<file path="src/verilog/uscr_pkg.sv">
package uscr_pkg;

    // ------------------------------------------------------------------
    // Register byte addresses on the AHB-Lite slave
    // ------------------------------------------------------------------
    localparam logic [7:0] USCR_OFS_RX_STATUS   = 8'h00;
    localparam logic [7:0] USCR_OFS_TX_STATUS   = 8'h04;
    localparam logic [7:0] USCR_OFS_CONTROL     = 8'h08;
    localparam logic [7:0] USCR_OFS_RX_MASK     = 8'h0c;
    localparam logic [7:0] USCR_OFS_TX_MASK     = 8'h10;
    localparam logic [7:0] USCR_OFS_STATION_A   = 8'h14;
    localparam logic [7:0] USCR_OFS_STATION_B   = 8'h18;

    // ------------------------------------------------------------------
    // Receive status bit positions
    // ------------------------------------------------------------------
    localparam int USCR_RX_MARKER_BIT   = 0;
    localparam int USCR_RX_BREAK_BIT    = 1;
    localparam int USCR_RX_PARITY_BIT   = 2;
    localparam int USCR_RX_FRAMING_BIT  = 3;
    localparam int USCR_RX_OVERFLOW_BIT = 4;
    localparam int USCR_RX_HAS_DATA_BIT = 5;
    localparam int USCR_RX_HIT_BIT      = 6;

    // ------------------------------------------------------------------
    // Transmit status bit positions
    // ------------------------------------------------------------------
    localparam int USCR_TX_FULL_BIT     = 0;
    localparam int USCR_TX_ROOM_BIT     = 1;
    localparam int USCR_TX_EMPTY_BIT    = 2;
    localparam int USCR_TX_DONE_BIT     = 3;

    // ------------------------------------------------------------------
    // Control register field positions
    // ------------------------------------------------------------------
    localparam int USCR_CTL_DIR_BIT     = 0;
    localparam int USCR_CTL_BREAK_BIT   = 1;
    localparam int USCR_CTL_MARK_BIT    = 2;
    localparam int USCR_CTL_PAR_LSB     = 3;
    localparam int USCR_CTL_MODE_LSB    = 5;

    // ------------------------------------------------------------------
    // Field encodings and reset values
    // ------------------------------------------------------------------
    typedef enum logic [1:0] {
        USCR_PAR_NONE  = 2'h0,
        USCR_PAR_EVEN  = 2'h1,
        USCR_PAR_ODD   = 2'h2,
        USCR_PAR_MARK  = 2'h3
    } uscr_parity_e;

    typedef enum logic [2:0] {
        USCR_AM_NONE      = 3'h0,
        USCR_AM_SW_BYTE   = 3'h1,
        USCR_AM_SW_BUFFER = 3'h2,
        USCR_AM_HW_BYTE   = 3'h3,
        USCR_AM_HW_BUFFER = 3'h4
    } uscr_addr_mode_e;

    localparam logic [7:0] USCR_RST_MASK    = 8'h00;
    localparam logic [7:0] USCR_RST_STATION = 8'h00;

    // One received character as handed over by the receive shifter.
    typedef struct packed {
        logic [7:0] data;
        logic       parity;
        logic       stop;
    } uscr_rx_char_s;

endpackage

</file>
<file path="src/verilog/uscr_regs.sv">
`timescale 1ns/10ps
// Summary of operation
// - Separate receive and transmit status, read-only.
// - Interrupt is OR of masked status bits.
// - Sticky bits hold until status read.
// - Transparent bits follow source, unaffected by read.
// - Status captured on the block clock edge.
// - Sticky marker bit only with address mode.
// - Sticky flag on detected line break.
// - Sticky flag on parity mismatch.
// - Sticky framing flag on low stop bit.
// - Sticky overrun when character meets full FIFO.
// - Transparent flag while receive FIFO holds data.
// - Sticky station match, one address in half-duplex.
// - Transmit FIFO full, not-full, empty flags.
// - Half-duplex omits transmit not-full flag.
// - Sticky flag when last FIFO byte shifted out.
// - Simple build has no control register.
// - Half-duplex direction bit: set transmits, clear receives.
// - Break request drives break onto line.
// - Mark bit gives one mark, then spaces.
// - Two-bit parity type field in control.
// - Parity type from configuration, writable later.
// - Three-bit address mode field, configured, writable.
// - Odd parity accumulator starts at one.
// - Even parity accumulator starts at zero.
// - Hardware modes drop bytes for other stations.
module uscr_regs
    import uscr_pkg::*;
#(
    parameter bit           SIMPLE_BUILD   = 1'b0,
    parameter bit           HALF_DUPLEX    = 1'b0,
    parameter uscr_parity_e INIT_PARITY    = USCR_PAR_NONE,
    parameter logic [2:0]   INIT_ADDR_MODE = 3'h0
)
(
    input  wire logic          hclk,
    input  wire logic          hresetn,
    input  wire logic          ce,
    input  wire logic          hsel,
    input  wire logic [7:0]    haddr,
    input  wire logic [1:0]    htrans,
    input  wire logic          hwrite,
    input  wire logic [2:0]    hsize,
    input  wire logic [31:0]   hwdata,
    input  wire logic          hready,
    output logic               hreadyout,
    output logic               hresp,
    output logic [31:0]        hrdata,
    input  wire logic          rx_char_valid,
    input  wire uscr_rx_char_s rx_char,
    input  wire logic          rx_line_break,
    input  wire logic          rx_fifo_full,
    input  wire logic          rx_fifo_not_empty,
    output logic               rx_fifo_write,
    input  wire logic          tx_fifo_full,
    input  wire logic          tx_fifo_empty,
    input  wire logic          tx_byte_start,
    input  wire logic [7:0]    tx_byte,
    input  wire logic          tx_byte_shifted,
    output logic               tx_parity_bit,
    output logic               tx_break_out,
    output logic               half_duplex_direction_select,
    output logic [1:0]         parity_type,
    output logic [2:0]         rx_station_filter_mode,
    output logic               rx_interrupt,
    output logic               tx_interrupt
);

    // ------------------------------------------------------------------
    // Helper functions
    // ------------------------------------------------------------------

    // Parity accumulator: seeded by type, toggled on every one bit.
    function automatic logic calc_parity(input logic [7:0] data, input logic odd);
        logic acc;
        acc = odd;
        for (int i = 0; i < 8; i++)
        begin
            acc = acc ^ data[i];
        end
        return acc;
    endfunction

    // Unknown address mode codes behave as no detection.
    function automatic logic [2:0] legal_mode(input logic [2:0] code);
        return (code > USCR_AM_HW_BUFFER) ? USCR_AM_NONE : code;
    endfunction

    // ------------------------------------------------------------------
    // Declarations
    // ------------------------------------------------------------------
    typedef enum logic [1:0] {
        USCR_FLT_IDLE = 2'b00,
        USCR_FLT_PASS = 2'b01,
        USCR_FLT_DROP = 2'b11
    } uscr_filter_e;

    logic                 wr_pend_reg;
    logic [7:0]           wr_addr_reg;
    logic                 addr_phase;
    logic                 rd_take;
    logic                 wr_data;
    logic [7:0]           ctl_reg;
    logic [7:0]           rx_mask_reg;
    logic [7:0]           tx_mask_reg;
    logic [7:0]           station_a_reg;
    logic [7:0]           station_b_reg;
    logic [7:0]           rx_sticky_reg;
    logic [7:0]           rx_sticky_set;
    logic [7:0]           rx_status;
    logic [3:0]           tx_sticky_reg;
    logic [3:0]           tx_sticky_set;
    logic [3:0]           tx_status;
    logic                 rx_has_data_reg;
    logic                 tx_full_reg;
    logic                 tx_empty_reg;
    logic                 rx_clear;
    logic                 tx_clear;
    logic                 mark_prev_reg;
    logic                 mark_armed_reg;
    logic [2:0]           mode_eff;
    logic                 addr_on;
    logic                 hw_filter;
    logic                 is_station_byte;
    logic                 station_match;
    logic                 expected_parity;
    uscr_filter_e         filt_reg;
    uscr_filter_e         filt_next;
    logic                 pass_byte;
    logic [31:0]          rd_mux;

    // ------------------------------------------------------------------
    // AHB-Lite slave
    // ------------------------------------------------------------------

    // Zero wait states; the clock enable stalls the bus while low.
    assign hreadyout  = ce;
    assign hresp      = 1'b0;
    assign addr_phase = ce && hsel && hready && htrans[1];
    assign rd_take    = addr_phase && !hwrite;
    assign wr_data    = ce && wr_pend_reg;

    // Hold a write's address until its data phase.
    always_ff @(posedge hclk or negedge hresetn)
    begin
        if (!hresetn)
        begin
            wr_pend_reg <= 1'b0;
            wr_addr_reg <= 8'h00;
        end
        else if (ce)
        begin
            wr_pend_reg <= addr_phase && hwrite;
            if (addr_phase)
                wr_addr_reg <= haddr;
        end
    end

    // Read multiplexer; unmapped addresses read zero.
    always_comb
    begin
        rd_mux = 32'h0000_0000;
        unique case (haddr)
            USCR_OFS_RX_STATUS: rd_mux[7:0] = rx_status;
            USCR_OFS_TX_STATUS: rd_mux[3:0] = tx_status;
            USCR_OFS_CONTROL:   rd_mux[7:0] = SIMPLE_BUILD ? 8'h00 : ctl_reg;
            USCR_OFS_RX_MASK:   rd_mux[7:0] = rx_mask_reg;
            USCR_OFS_TX_MASK:   rd_mux[7:0] = tx_mask_reg;
            USCR_OFS_STATION_A: rd_mux[7:0] = station_a_reg;
            USCR_OFS_STATION_B: rd_mux[7:0] = station_b_reg;
            default:            rd_mux = 32'h0000_0000;
        endcase
    end

    // Read data is registered at the address phase edge.
    always_ff @(posedge hclk or negedge hresetn)
    begin
        if (!hresetn)
            hrdata <= 32'h0000_0000;
        else if (rd_take)
            hrdata <= rd_mux;
    end

    // A status read clears its sticky bits at the same edge.
    assign rx_clear = rd_take && (haddr == USCR_OFS_RX_STATUS);
    assign tx_clear = rd_take && (haddr == USCR_OFS_TX_STATUS);

    // ------------------------------------------------------------------
    // Software registers
    // ------------------------------------------------------------------

    // Masks and station addresses; status offsets ignore writes.
    always_ff @(posedge hclk or negedge hresetn)
    begin
        if (!hresetn)
        begin
            rx_mask_reg   <= USCR_RST_MASK;
            tx_mask_reg   <= USCR_RST_MASK;
            station_a_reg <= USCR_RST_STATION;
            station_b_reg <= USCR_RST_STATION;
        end
        else if (wr_data)
        begin
            if (wr_addr_reg == USCR_OFS_RX_MASK)
                rx_mask_reg <= hwdata[7:0];
            if (wr_addr_reg == USCR_OFS_TX_MASK)
                tx_mask_reg <= hwdata[7:0];
            if (wr_addr_reg == USCR_OFS_STATION_A)
                station_a_reg <= hwdata[7:0];
            if (wr_addr_reg == USCR_OFS_STATION_B)
                station_b_reg <= hwdata[7:0];
        end
    end

    // Control register, loaded from configuration at reset.
    always_ff @(posedge hclk or negedge hresetn)
    begin
        if (!hresetn)
            ctl_reg <= {INIT_ADDR_MODE, INIT_PARITY, 3'h0};
        else if (wr_data && !SIMPLE_BUILD && (wr_addr_reg == USCR_OFS_CONTROL))
            ctl_reg <= hwdata[7:0];
    end

    // Control fields fanned out to the line logic.
    assign half_duplex_direction_select = HALF_DUPLEX && ctl_reg[USCR_CTL_DIR_BIT];
    assign tx_break_out                 = ctl_reg[USCR_CTL_BREAK_BIT];
    assign parity_type                  = ctl_reg[USCR_CTL_PAR_LSB +: 2];
    assign mode_eff                     = legal_mode(ctl_reg[USCR_CTL_MODE_LSB +: 3]);
    assign rx_station_filter_mode       = mode_eff;
    assign addr_on                      = (mode_eff != USCR_AM_NONE);
    assign hw_filter                    = (mode_eff == USCR_AM_HW_BYTE) || (mode_eff == USCR_AM_HW_BUFFER);

    // ------------------------------------------------------------------
    // Receive checks and station filter
    // ------------------------------------------------------------------

    // A set parity position marks a station byte.
    assign is_station_byte = rx_char.parity;
    assign station_match   = (rx_char.data == station_a_reg) ||
                             (!HALF_DUPLEX && (rx_char.data == station_b_reg));
    assign expected_parity = calc_parity(rx_char.data, parity_type == USCR_PAR_ODD);

    // Packet filter: follow our station, drop the others.
    always_comb
    begin
        filt_next = filt_reg;
        pass_byte = 1'b1;
        if (rx_char_valid && hw_filter)
        begin
            if (is_station_byte)
            begin
                filt_next = station_match ? USCR_FLT_PASS : USCR_FLT_DROP;
                pass_byte = station_match && (mode_eff == USCR_AM_HW_BYTE);
            end
            else
            begin
                pass_byte = (filt_reg == USCR_FLT_PASS);
            end
        end
        else if (!hw_filter)
        begin
            filt_next = USCR_FLT_IDLE;
        end
    end

    // Filter state register.
    always_ff @(posedge hclk or negedge hresetn)
    begin
        if (!hresetn)
            filt_reg <= USCR_FLT_IDLE;
        else if (ce)
            filt_reg <= filt_next;
    end

    // Accepted characters go to the receive FIFO.
    assign rx_fifo_write = ce && rx_char_valid && !rx_fifo_full && pass_byte;

    // Receive sticky sources.
    always_comb
    begin
        rx_sticky_set                       = 8'h00;
        rx_sticky_set[USCR_RX_MARKER_BIT]   = rx_char_valid && addr_on && rx_char.parity;
        rx_sticky_set[USCR_RX_BREAK_BIT]    = rx_line_break;
        rx_sticky_set[USCR_RX_PARITY_BIT]   = rx_char_valid &&
                                              ((parity_type == USCR_PAR_EVEN) || (parity_type == USCR_PAR_ODD)) &&
                                              (rx_char.parity != expected_parity);
        rx_sticky_set[USCR_RX_FRAMING_BIT]  = rx_char_valid && !rx_char.stop;
        rx_sticky_set[USCR_RX_OVERFLOW_BIT] = rx_char_valid && rx_fifo_full;
        rx_sticky_set[USCR_RX_HIT_BIT]      = rx_char_valid && addr_on && is_station_byte &&
                                              station_match;
    end

    // Transmit sticky source: last byte out with the FIFO empty.
    always_comb
    begin
        tx_sticky_set                   = 4'h0;
        tx_sticky_set[USCR_TX_DONE_BIT] = tx_byte_shifted && tx_fifo_empty;
    end

    // ------------------------------------------------------------------
    // Status registers
    // ------------------------------------------------------------------

    // Sticky bits: a new event wins over a clearing read.
    always_ff @(posedge hclk or negedge hresetn)
    begin
        if (!hresetn)
        begin
            rx_sticky_reg <= 8'h00;
            tx_sticky_reg <= 4'h0;
        end
        else if (ce)
        begin
            rx_sticky_reg <= (rx_sticky_reg & {8{!rx_clear}}) | rx_sticky_set;
            tx_sticky_reg <= (tx_sticky_reg & {4{!tx_clear}}) | tx_sticky_set;
        end
    end

    // Transparent bits track their sources; reads leave them alone.
    always_ff @(posedge hclk or negedge hresetn)
    begin
        if (!hresetn)
        begin
            rx_has_data_reg <= 1'b0;
            tx_full_reg     <= 1'b0;
            tx_empty_reg    <= 1'b1;
        end
        else if (ce)
        begin
            rx_has_data_reg <= rx_fifo_not_empty;
            tx_full_reg     <= tx_fifo_full;
            tx_empty_reg    <= tx_fifo_empty;
        end
    end

    // Assemble the visible status words.
    always_comb
    begin
        rx_status                       = rx_sticky_reg;
        rx_status[USCR_RX_MARKER_BIT]   = addr_on && rx_sticky_reg[USCR_RX_MARKER_BIT];
        rx_status[USCR_RX_HIT_BIT]      = addr_on && rx_sticky_reg[USCR_RX_HIT_BIT];
        rx_status[USCR_RX_HAS_DATA_BIT] = rx_has_data_reg;
        rx_status[7]                    = 1'b0;
        tx_status                       = tx_sticky_reg;
        tx_status[USCR_TX_FULL_BIT]     = tx_full_reg;
        tx_status[USCR_TX_ROOM_BIT]     = !HALF_DUPLEX && !tx_full_reg;
        tx_status[USCR_TX_EMPTY_BIT]    = tx_empty_reg;
    end

    // Interrupts: OR of status bits gated by their masks.
    assign rx_interrupt = |(rx_status & rx_mask_reg);
    assign tx_interrupt = |(tx_status & tx_mask_reg[3:0]);

    // ------------------------------------------------------------------
    // Transmit parity generation
    // ------------------------------------------------------------------

    // A rising mark bit arms one mark; the next byte consumes it.
    always_ff @(posedge hclk or negedge hresetn)
    begin
        if (!hresetn)
        begin
            mark_prev_reg  <= 1'b0;
            mark_armed_reg <= 1'b0;
        end
        else if (ce)
        begin
            mark_prev_reg <= ctl_reg[USCR_CTL_MARK_BIT];
            if (ctl_reg[USCR_CTL_MARK_BIT] && !mark_prev_reg)
                mark_armed_reg <= 1'b1;
            else if (tx_byte_start)
                mark_armed_reg <= 1'b0;
        end
    end

    // Parity position value latched at each byte start.
    always_ff @(posedge hclk or negedge hresetn)
    begin
        if (!hresetn)
            tx_parity_bit <= 1'b0;
        else if (ce && tx_byte_start)
        begin
            unique case (parity_type)
                USCR_PAR_NONE: tx_parity_bit <= 1'b0;
                USCR_PAR_EVEN: tx_parity_bit <= calc_parity(tx_byte, 1'b0);
                USCR_PAR_ODD:  tx_parity_bit <= calc_parity(tx_byte, 1'b1);
                USCR_PAR_MARK: tx_parity_bit <= mark_armed_reg;
            endcase
        end
    end

endmodule // uscr_regs

</file>
<file path="config.mk">
export PLATFORM = sky130hd
export DESIGN_NAME = uscr_regs
export DESIGN_NICKNAME = d
export VERILOG_FILES = /design/src/verilog/uscr_pkg.sv /design/src/verilog/uscr_regs.sv
export SDC_FILE = /design/constraint.sdc
export NUM_CORES = 1
export LEC_CHECK = 0
export ABC_CLOCK_PERIOD_IN_PS = 4300
export BUFFER_PORTS_ARGS = -buffer_cell sky130_fd_sc_hd__buf_2
export CAP_MARGIN = 20
export CORE_UTILIZATION = 55
export DETAILED_ROUTE_END_ITERATION = 16
export HOLD_SLACK_MARGIN = 0.08
export PLACE_DENSITY = 0.9
export SLEW_MARGIN = 20
export SYNTH_ARGS = -nofsm -noshare
export SYNTH_HDL_FRONTEND = slang
export SYNTH_SLANG_ARGS = --single-unit
</file>
<file path="constraint.sdc">
create_clock -name hclk -period 4.3 [get_ports hclk]
set_input_delay 0.43 -clock hclk [delete_from_list [all_inputs] [get_ports hclk]]
set_output_delay 0.43 -clock hclk [all_outputs]
set_load 0.01 [all_outputs]
</file>
==> results.cfg, run 1 <==
[placement]
dpl-instance-area_sq_um = 4230
dp.cells = 489
portBuffers = 67
dp_hpwl_mm = 6.78
globalplace.congestion = 0.832

[finish]
register_area_sq_um = 1800
nets = 484
drive_above_1_share = 0.359
final_cell_mix = dfrtp_1 (71), buf_2 (67), mux2_2 (54)
fin_util = 0.640
fill_cells = 535
final_common_cell = dfrtp_1
multi_input_area_sq_um = 1940
area.growth.synth_to_final_pct = 11.3
fin_area_sq_um = 4390
diodes = 0
finalNonFillerCells = 505

[route]
routed_wl_mm = 9.08
drcViolationCount = 0
vias_per_cell = 5.83
drt-met1-wl_mm = 3.81
wl_per_cell_um = 18.0
drtAntennaViolNets = 0
drtPass1Iterations = 5
met3_length_um = 608
via_count = 2945
met2_length_mm = 4.43
drt_iter0_markers = 274
highest_layer = met4

[sta]
fin_crit_sh = 0.595
fin_crit_ns = 2.56
grt_setup_unrepaired = no
fmax_mhz = 391
fin_skew_ns = 0.00739
hold_viol = 0
slew_headroom = 0.483
worstMarginPinSlew_ns = 0.774
report.final.slew_viol_count = 0
finalSetupViolations = 0
final.setup.tns_ns = 0

[synth]
ys_warn_count = 0
syn_avg_cell_area_sq_um = 11.5
synth_seq_cells = 72
ys_seq_area_frac = 0.457
synth_edf_count = 0
ys_types = 46
synth_ff_type = dfrtp_1
async_flop_share = 1.00
syn_inst = 343
syn_area_sq_um = 3950

[critical_path]
worstReg2RegStart = wr_addr_reg[0]
start_kind = flip-flop
worstPathRequired_ns = 3.87
cp.arrival_ns = 2.13
startpoint = station_a_reg[3]
critical_path_class = flip-flop to primary output
worstPathMaxFanout = 3
cp-end-kind = primary output

[hold_path]
hold_class = primary input to asynchronous set/reset pin

[power_and_ir_drop]
seqPwrFrac = 0.529
power_switching_uw = 403
comb_power_share = 0.150
p_clk_frac = 0.320
peakVddDrop_uv = 182
p_leak_nw = 2.15
finalPower_mw = 1.45
switching_share = 0.278
power.internal_mw = 1.04
power_density_nw_per_um2 = 329

[clock_network]
cts_resized = 0
cts_buffer_depth = 2
cts_hold_buf = 0
numCtsBuffers = 9
path_clk_slew_ns = 0.07
htreeDepth = 3
postCtsSetupRepairBufs = 0
clock-sinks = 72
cts_tree = done
clockRootBuffer = clkbuf_8
clk_latency_ns = 0.34

[global_route]
grt_first_pass_wirelength_mm = 14.7
grt_pass1_vias = 2861
grt_overflow_total = 0
grt_max_degree = 44
grt_antenna_before_repair = 0
grtUsageTotal = 0.265

[floorplanning]
initial_core_util = 0.574
ios = 122
die_w_um = 86.7
core_sq_um = 6870
die-area_sq_um = 7520
num_rows = 30
fp.dieH_um = 86.7

[run]
drv_cap = 0

[run_status]
status = finished, final reports clean
==> critical path, stage by stage, from the launching register on <==
cell,delay [ns]
dfrtp_1,0.43
xnor2_1,0.24
nand4_1,0.12
o22ai_1,0.39
nand4_1,0.17
a211oi_1,0.26
buf_2,0.17
==> path summary, 6_finish.rpt <==
kind                                    end  slack, ns  depth (start not counted)
max                           rx_fifo_write       1.74                          6
min                          wr_addr_reg[6]       0.11                          1
max reg2reg                  tx_mask_reg[5]       2.00                          5
min reg2reg                  mark_armed_reg       0.46                          1
max in group asynchronous  station_a_reg[1]       3.22                          2
min in group hclk          rx_sticky_reg[3]       0.25                          2
==> cell families (layout without fill, tap and decap cells) <==
| kind of cell | after synthesis | after routing | synth area share |
|---|---|---|---|
| and+or+nand+nor | 64 | 64 | 0.0958 |
| xor gates and xnor gates | 33 | 33 | 0.0767 |
| buffers and inverters | 50 | 91 | 0.0764 |
| AOI/OAI and AO/OA | 60 | 60 | 0.111 |
| other | 1 | 26 | 0.000950 |
| muxes | 60 | 60 | 0.172 |
| adders and majority gates | 3 | 3 | 0.00951 |
| DFF | 72 | 72 | 0.457 |
==> final cells by class <==
class | instances | area share
flip-flops and latches | 72 | 0.410
inverters | 7 | 0.00598
clock buffers | 12 | 0.0330
multi-input cells | 246 | 0.441
well taps | 96 | 0.0273
clock inverters | 4 | 0.00456
repair buffers | 68 | 0.0780
==> cell usage after synthesis, types with 3 or more instances <==
master	instances	share of area
a31oi_1	5	0.0079
mux2i_1	5	0.013
nand4b_2	3	0.011
a22oi_1	6	0.011
nor2_1	6	0.0057
o21ai_0	13	0.016
nand2b_1	3	0.0048
dfrtp_1	71	0.45
mux2_2	54	0.15
buf_4	30	0.057
xnor2_1	31	0.069
inv_1	7	0.0067
nand3_1	6	0.0076
a22o_1	9	0.020
nor2b_1	5	0.0079
o2bb2ai_1	3	0.0067
o31ai_1	7	0.013
ha_1	3	0.0095
a32o_1	3	0.0076
a221oi_1	5	0.011
clkbuf_1	10	0.0095
nand2_1	23	0.022
nand4_1	6	0.0095
==> power by group through the flow <==
stage                     Sequential (mW)  Combinational, mW  Clock [mW]
final                               0.766              0.217       0.464
after global routing                0.770              0.239       0.500
after CTS                           0.764              0.218       0.467
after detailed placement            0.775              0.218           0
after global placement              0.770              0.211           0
after floorplan                     0.756              0.169           0
==> metal layers <==
| metal | global-route usage | vias to the layer above |
|---|---|---|
| li1 | - | 1316 |
| met1 | 0.357 | 1464 |
| met2 | 0.431 | 145 |
| met3 | 0.0400 | 20 |
| met4 | 0.115 | 0 |
| met5 | 0 | - |
==> stage by stage <==
stage | setup WS, ns | hold slack (ns)
2_1_floorplan | 2.28 | 0.134
3_3_place_gp | 1.61 | 0.453
3_5_place_dp | 1.59 | 0.469
4_1_cts | 1.75 | 0.131
5_1_grt | 1.66 | 0.165
6_report | 1.74 | 0.109
Power figures use the tool's default switching activity.
==> run 2: changes to the inputs <==
--- a/config.mk
+++ b/config.mk
@@ -5,13 +5,13 @@
 export SDC_FILE = /design/constraint.sdc
 export NUM_CORES = 1
 export LEC_CHECK = 0
-export ABC_CLOCK_PERIOD_IN_PS = 4300
+export ABC_CLOCK_PERIOD_IN_PS = 2300
 export BUFFER_PORTS_ARGS = -buffer_cell sky130_fd_sc_hd__buf_2
 export CAP_MARGIN = 20
-export CORE_UTILIZATION = 55
+export CORE_UTILIZATION = 47
 export DETAILED_ROUTE_END_ITERATION = 16
 export HOLD_SLACK_MARGIN = 0.08
-export PLACE_DENSITY = 0.9
+export PLACE_DENSITY = 0.82
 export SLEW_MARGIN = 20
 export SYNTH_ARGS = -nofsm -noshare
 export SYNTH_HDL_FRONTEND = slang
==> constraint.sdc (replaced) <==
create_clock -name hclk -period 2.3 [get_ports hclk]
set_input_delay 0.23 -clock hclk [delete_from_list [all_inputs] [get_ports hclk]]
set_output_delay 0.23 -clock hclk [all_outputs]
set_load 0.01 [all_outputs]
==> run 2 against run 1 <==
  * Worst hold slack got worse by 0.011 ns
  * Routed wire length up 5.6%
  * Global-route usage fell by 3.2 points
  * Sequential power grew 87%
  * Total power grew 99%
==> results.cfg, run 2 (synthesized netlist as in run 1, its figures left out) <==
[finish]
diodes = 0
register_area_sq_um = 1800
final_cell_mix = dfrtp_1 (70), buf_2 (67), mux2_2 (54)
drive_above_1_share = 0.377
fill_cells = 700
fin_util = 0.558
fin_area_sq_um = 4560
nets = 494
multi_input_area_sq_um = 1950
area.growth.synth_to_final_pct = 15.6
final_common_cell = dfrtp_1

[route]
vias_per_cell = 5.63
routed_wl_mm = 9.59
drtAntennaViolNets = 0
drt_iter0_markers = 292
via_count = 2950
drcViolationCount = 0
drtPass1Iterations = 6
wl_per_cell_um = 18.3

[sta]
worst_slack_ns = 0.0654
fin_crit_ns = 2.23
worstMarginPinSlew_ns = 0.760
fin_skew_ns = 0.00998
fmax_mhz = 448
report.final.slew_viol_count = 0
hold_viol = 0
fin_crit_sh = 0.972
slew_headroom = 0.493
finalSetupViolations = 0

[power_and_ir_drop]
p_leak_nw = 2.22
p_clk_frac = 0.356
switching_share = 0.269
finalPower_mw = 2.89
seqPwrFrac = 0.496
peakVddDrop_uv = 554
power.internal_mw = 2.11
power_switching_uw = 777
comb_power_share = 0.149
power_density_nw_per_um2 = 633

[run_status]
status = finished, final reports clean

[critical_path]
critical_path.max_stage_delay_ns = 0.45
cp.arrival_ns = 2.00
critical_path_class = flip-flop to primary output
cpMostUsedCell = nand4_1
cp_cell_sequence = xnor2_2 -> nand4_1 -> o22ai_2 -> nand4_1 -> a211oi_1 -> buf_2
worstPathRequired_ns = 2.07
cpMaxStageDelayCell = dfrtp_2
cp-end-kind = primary output
worstPathMaxFanout = 3
start_kind = flip-flop

[placement]
dpl-instance-area_sq_um = 4320
dpl_worst_slack_ns = 0.155
dp_hpwl_mm = 7.13
portBuffers = 67
globalplace.congestion = 0.889

[run]
drv_cap = 0

[floorplanning]
core_sq_um = 8180
initial_core_util = 0.483
num_rows = 33
ios = 122
fp.dieH_um = 93.6
die-area_sq_um = 8770
die_w_um = 93.6

[clock_network]
cts_tree = done
numCtsBuffers = 9
htreeDepth = 3
cts_buffer_depth = 2
clock-sinks = 72
clockRootBuffer = clkbuf_8
clk_latency_ns = 0.36
path_clk_slew_ns = 0.08

[global_route]
grtUsageTotal = 0.234
grt_antenna_before_repair = 0
grt_pass1_vias = 2936
grt_max_degree = 42
grt_overflow_total = 0
grt_first_pass_wirelength_mm = 15.1

[hold_path]
hold_class = primary input to flip-flop
-- run 2: timing repair --
| action | CTS | global route |
|---|---|---|
| hold buffers | 2 | 0 |
| endpoints found under the hold margin | 31 | 0 |
| pin swaps | 0 | 1 |
| setup buffers | 0 | 1 |
| setup endpoints to repair | 1 | 1 |
| resized for setup | 1 | 2 |
-- run 2: through the flow --
stage | TNS [ns] | instances | hold slack [ns]
after floorplan | 0 | 368 | -0.0656
after global placement | 0 | 505 | 0.317
after global routing | -0.0641 | 524 | 0.110
final | 0 | 524 | 0.0985
after detailed placement | 0 | 505 | 0.334
after CTS | 0 | 523 | 0.101
-- run 2: cell type report --
class	count	share of cell area
Tap cell	105	0.0288
Multi-Input combinational cell	246	0.427
Sequential cell	72	0.396
Clock inverter	3	0.00933
Clock buffer	13	0.0348
Inverter	7	0.00576
Timing Repair Buffer	78	0.0982
-- run 2: final timing paths --
| check | from | depth (start not counted) | slack [ns] | end |
|---|---|---|---|---|
| max in group asynchronous | hresetn | 3 | 1.15 | station_a_reg[2] |
| worst min register to register | mark_prev_reg | 1 | 0.47 | mark_armed_reg |
| worst min-delay path | tx_fifo_full | 2 | 0.1 | tx_full_reg |
| worst max-delay path | station_a_reg[2] | 6 | 0.07 | rx_fifo_write |
| min in group asynchronous | hresetn | 2 | 0.47 | wr_addr_reg[6] |
| worst max register to register | wr_addr_reg[0] | 4 | 0.13 | ctl_reg[7] |
-- run 2: power by group through the flow --
stage,Combinational (mW),Sequential (mW),Clock (mW)
2_1_floorplan,0.316,1.41,0
3_3_place_gp,0.408,1.44,0
3_5_place_dp,0.422,1.45,0
4_1_cts,0.428,1.43,1.04
5_1_grt,0.470,1.44,1.10
6_report,0.430,1.43,1.03
-- run 2: worst max-delay path: cells and delay by family, from the launching register on --
family	cells	cell delay, ns
compound gates	2	0.53
flops	1	0.45
simple gates	2	0.30
xor+xnor	1	0.19
buf+inv	1	0.17
-- run 2: per-layer routing --
metal  global-route usage  vias up  routed length, um
met3               0.0472       25                708
met5                    0        -                  0
met4               0.0936        0                205
met1                0.322     1447               4150
met2                0.362      148               4530
li1                     -     1330                  -
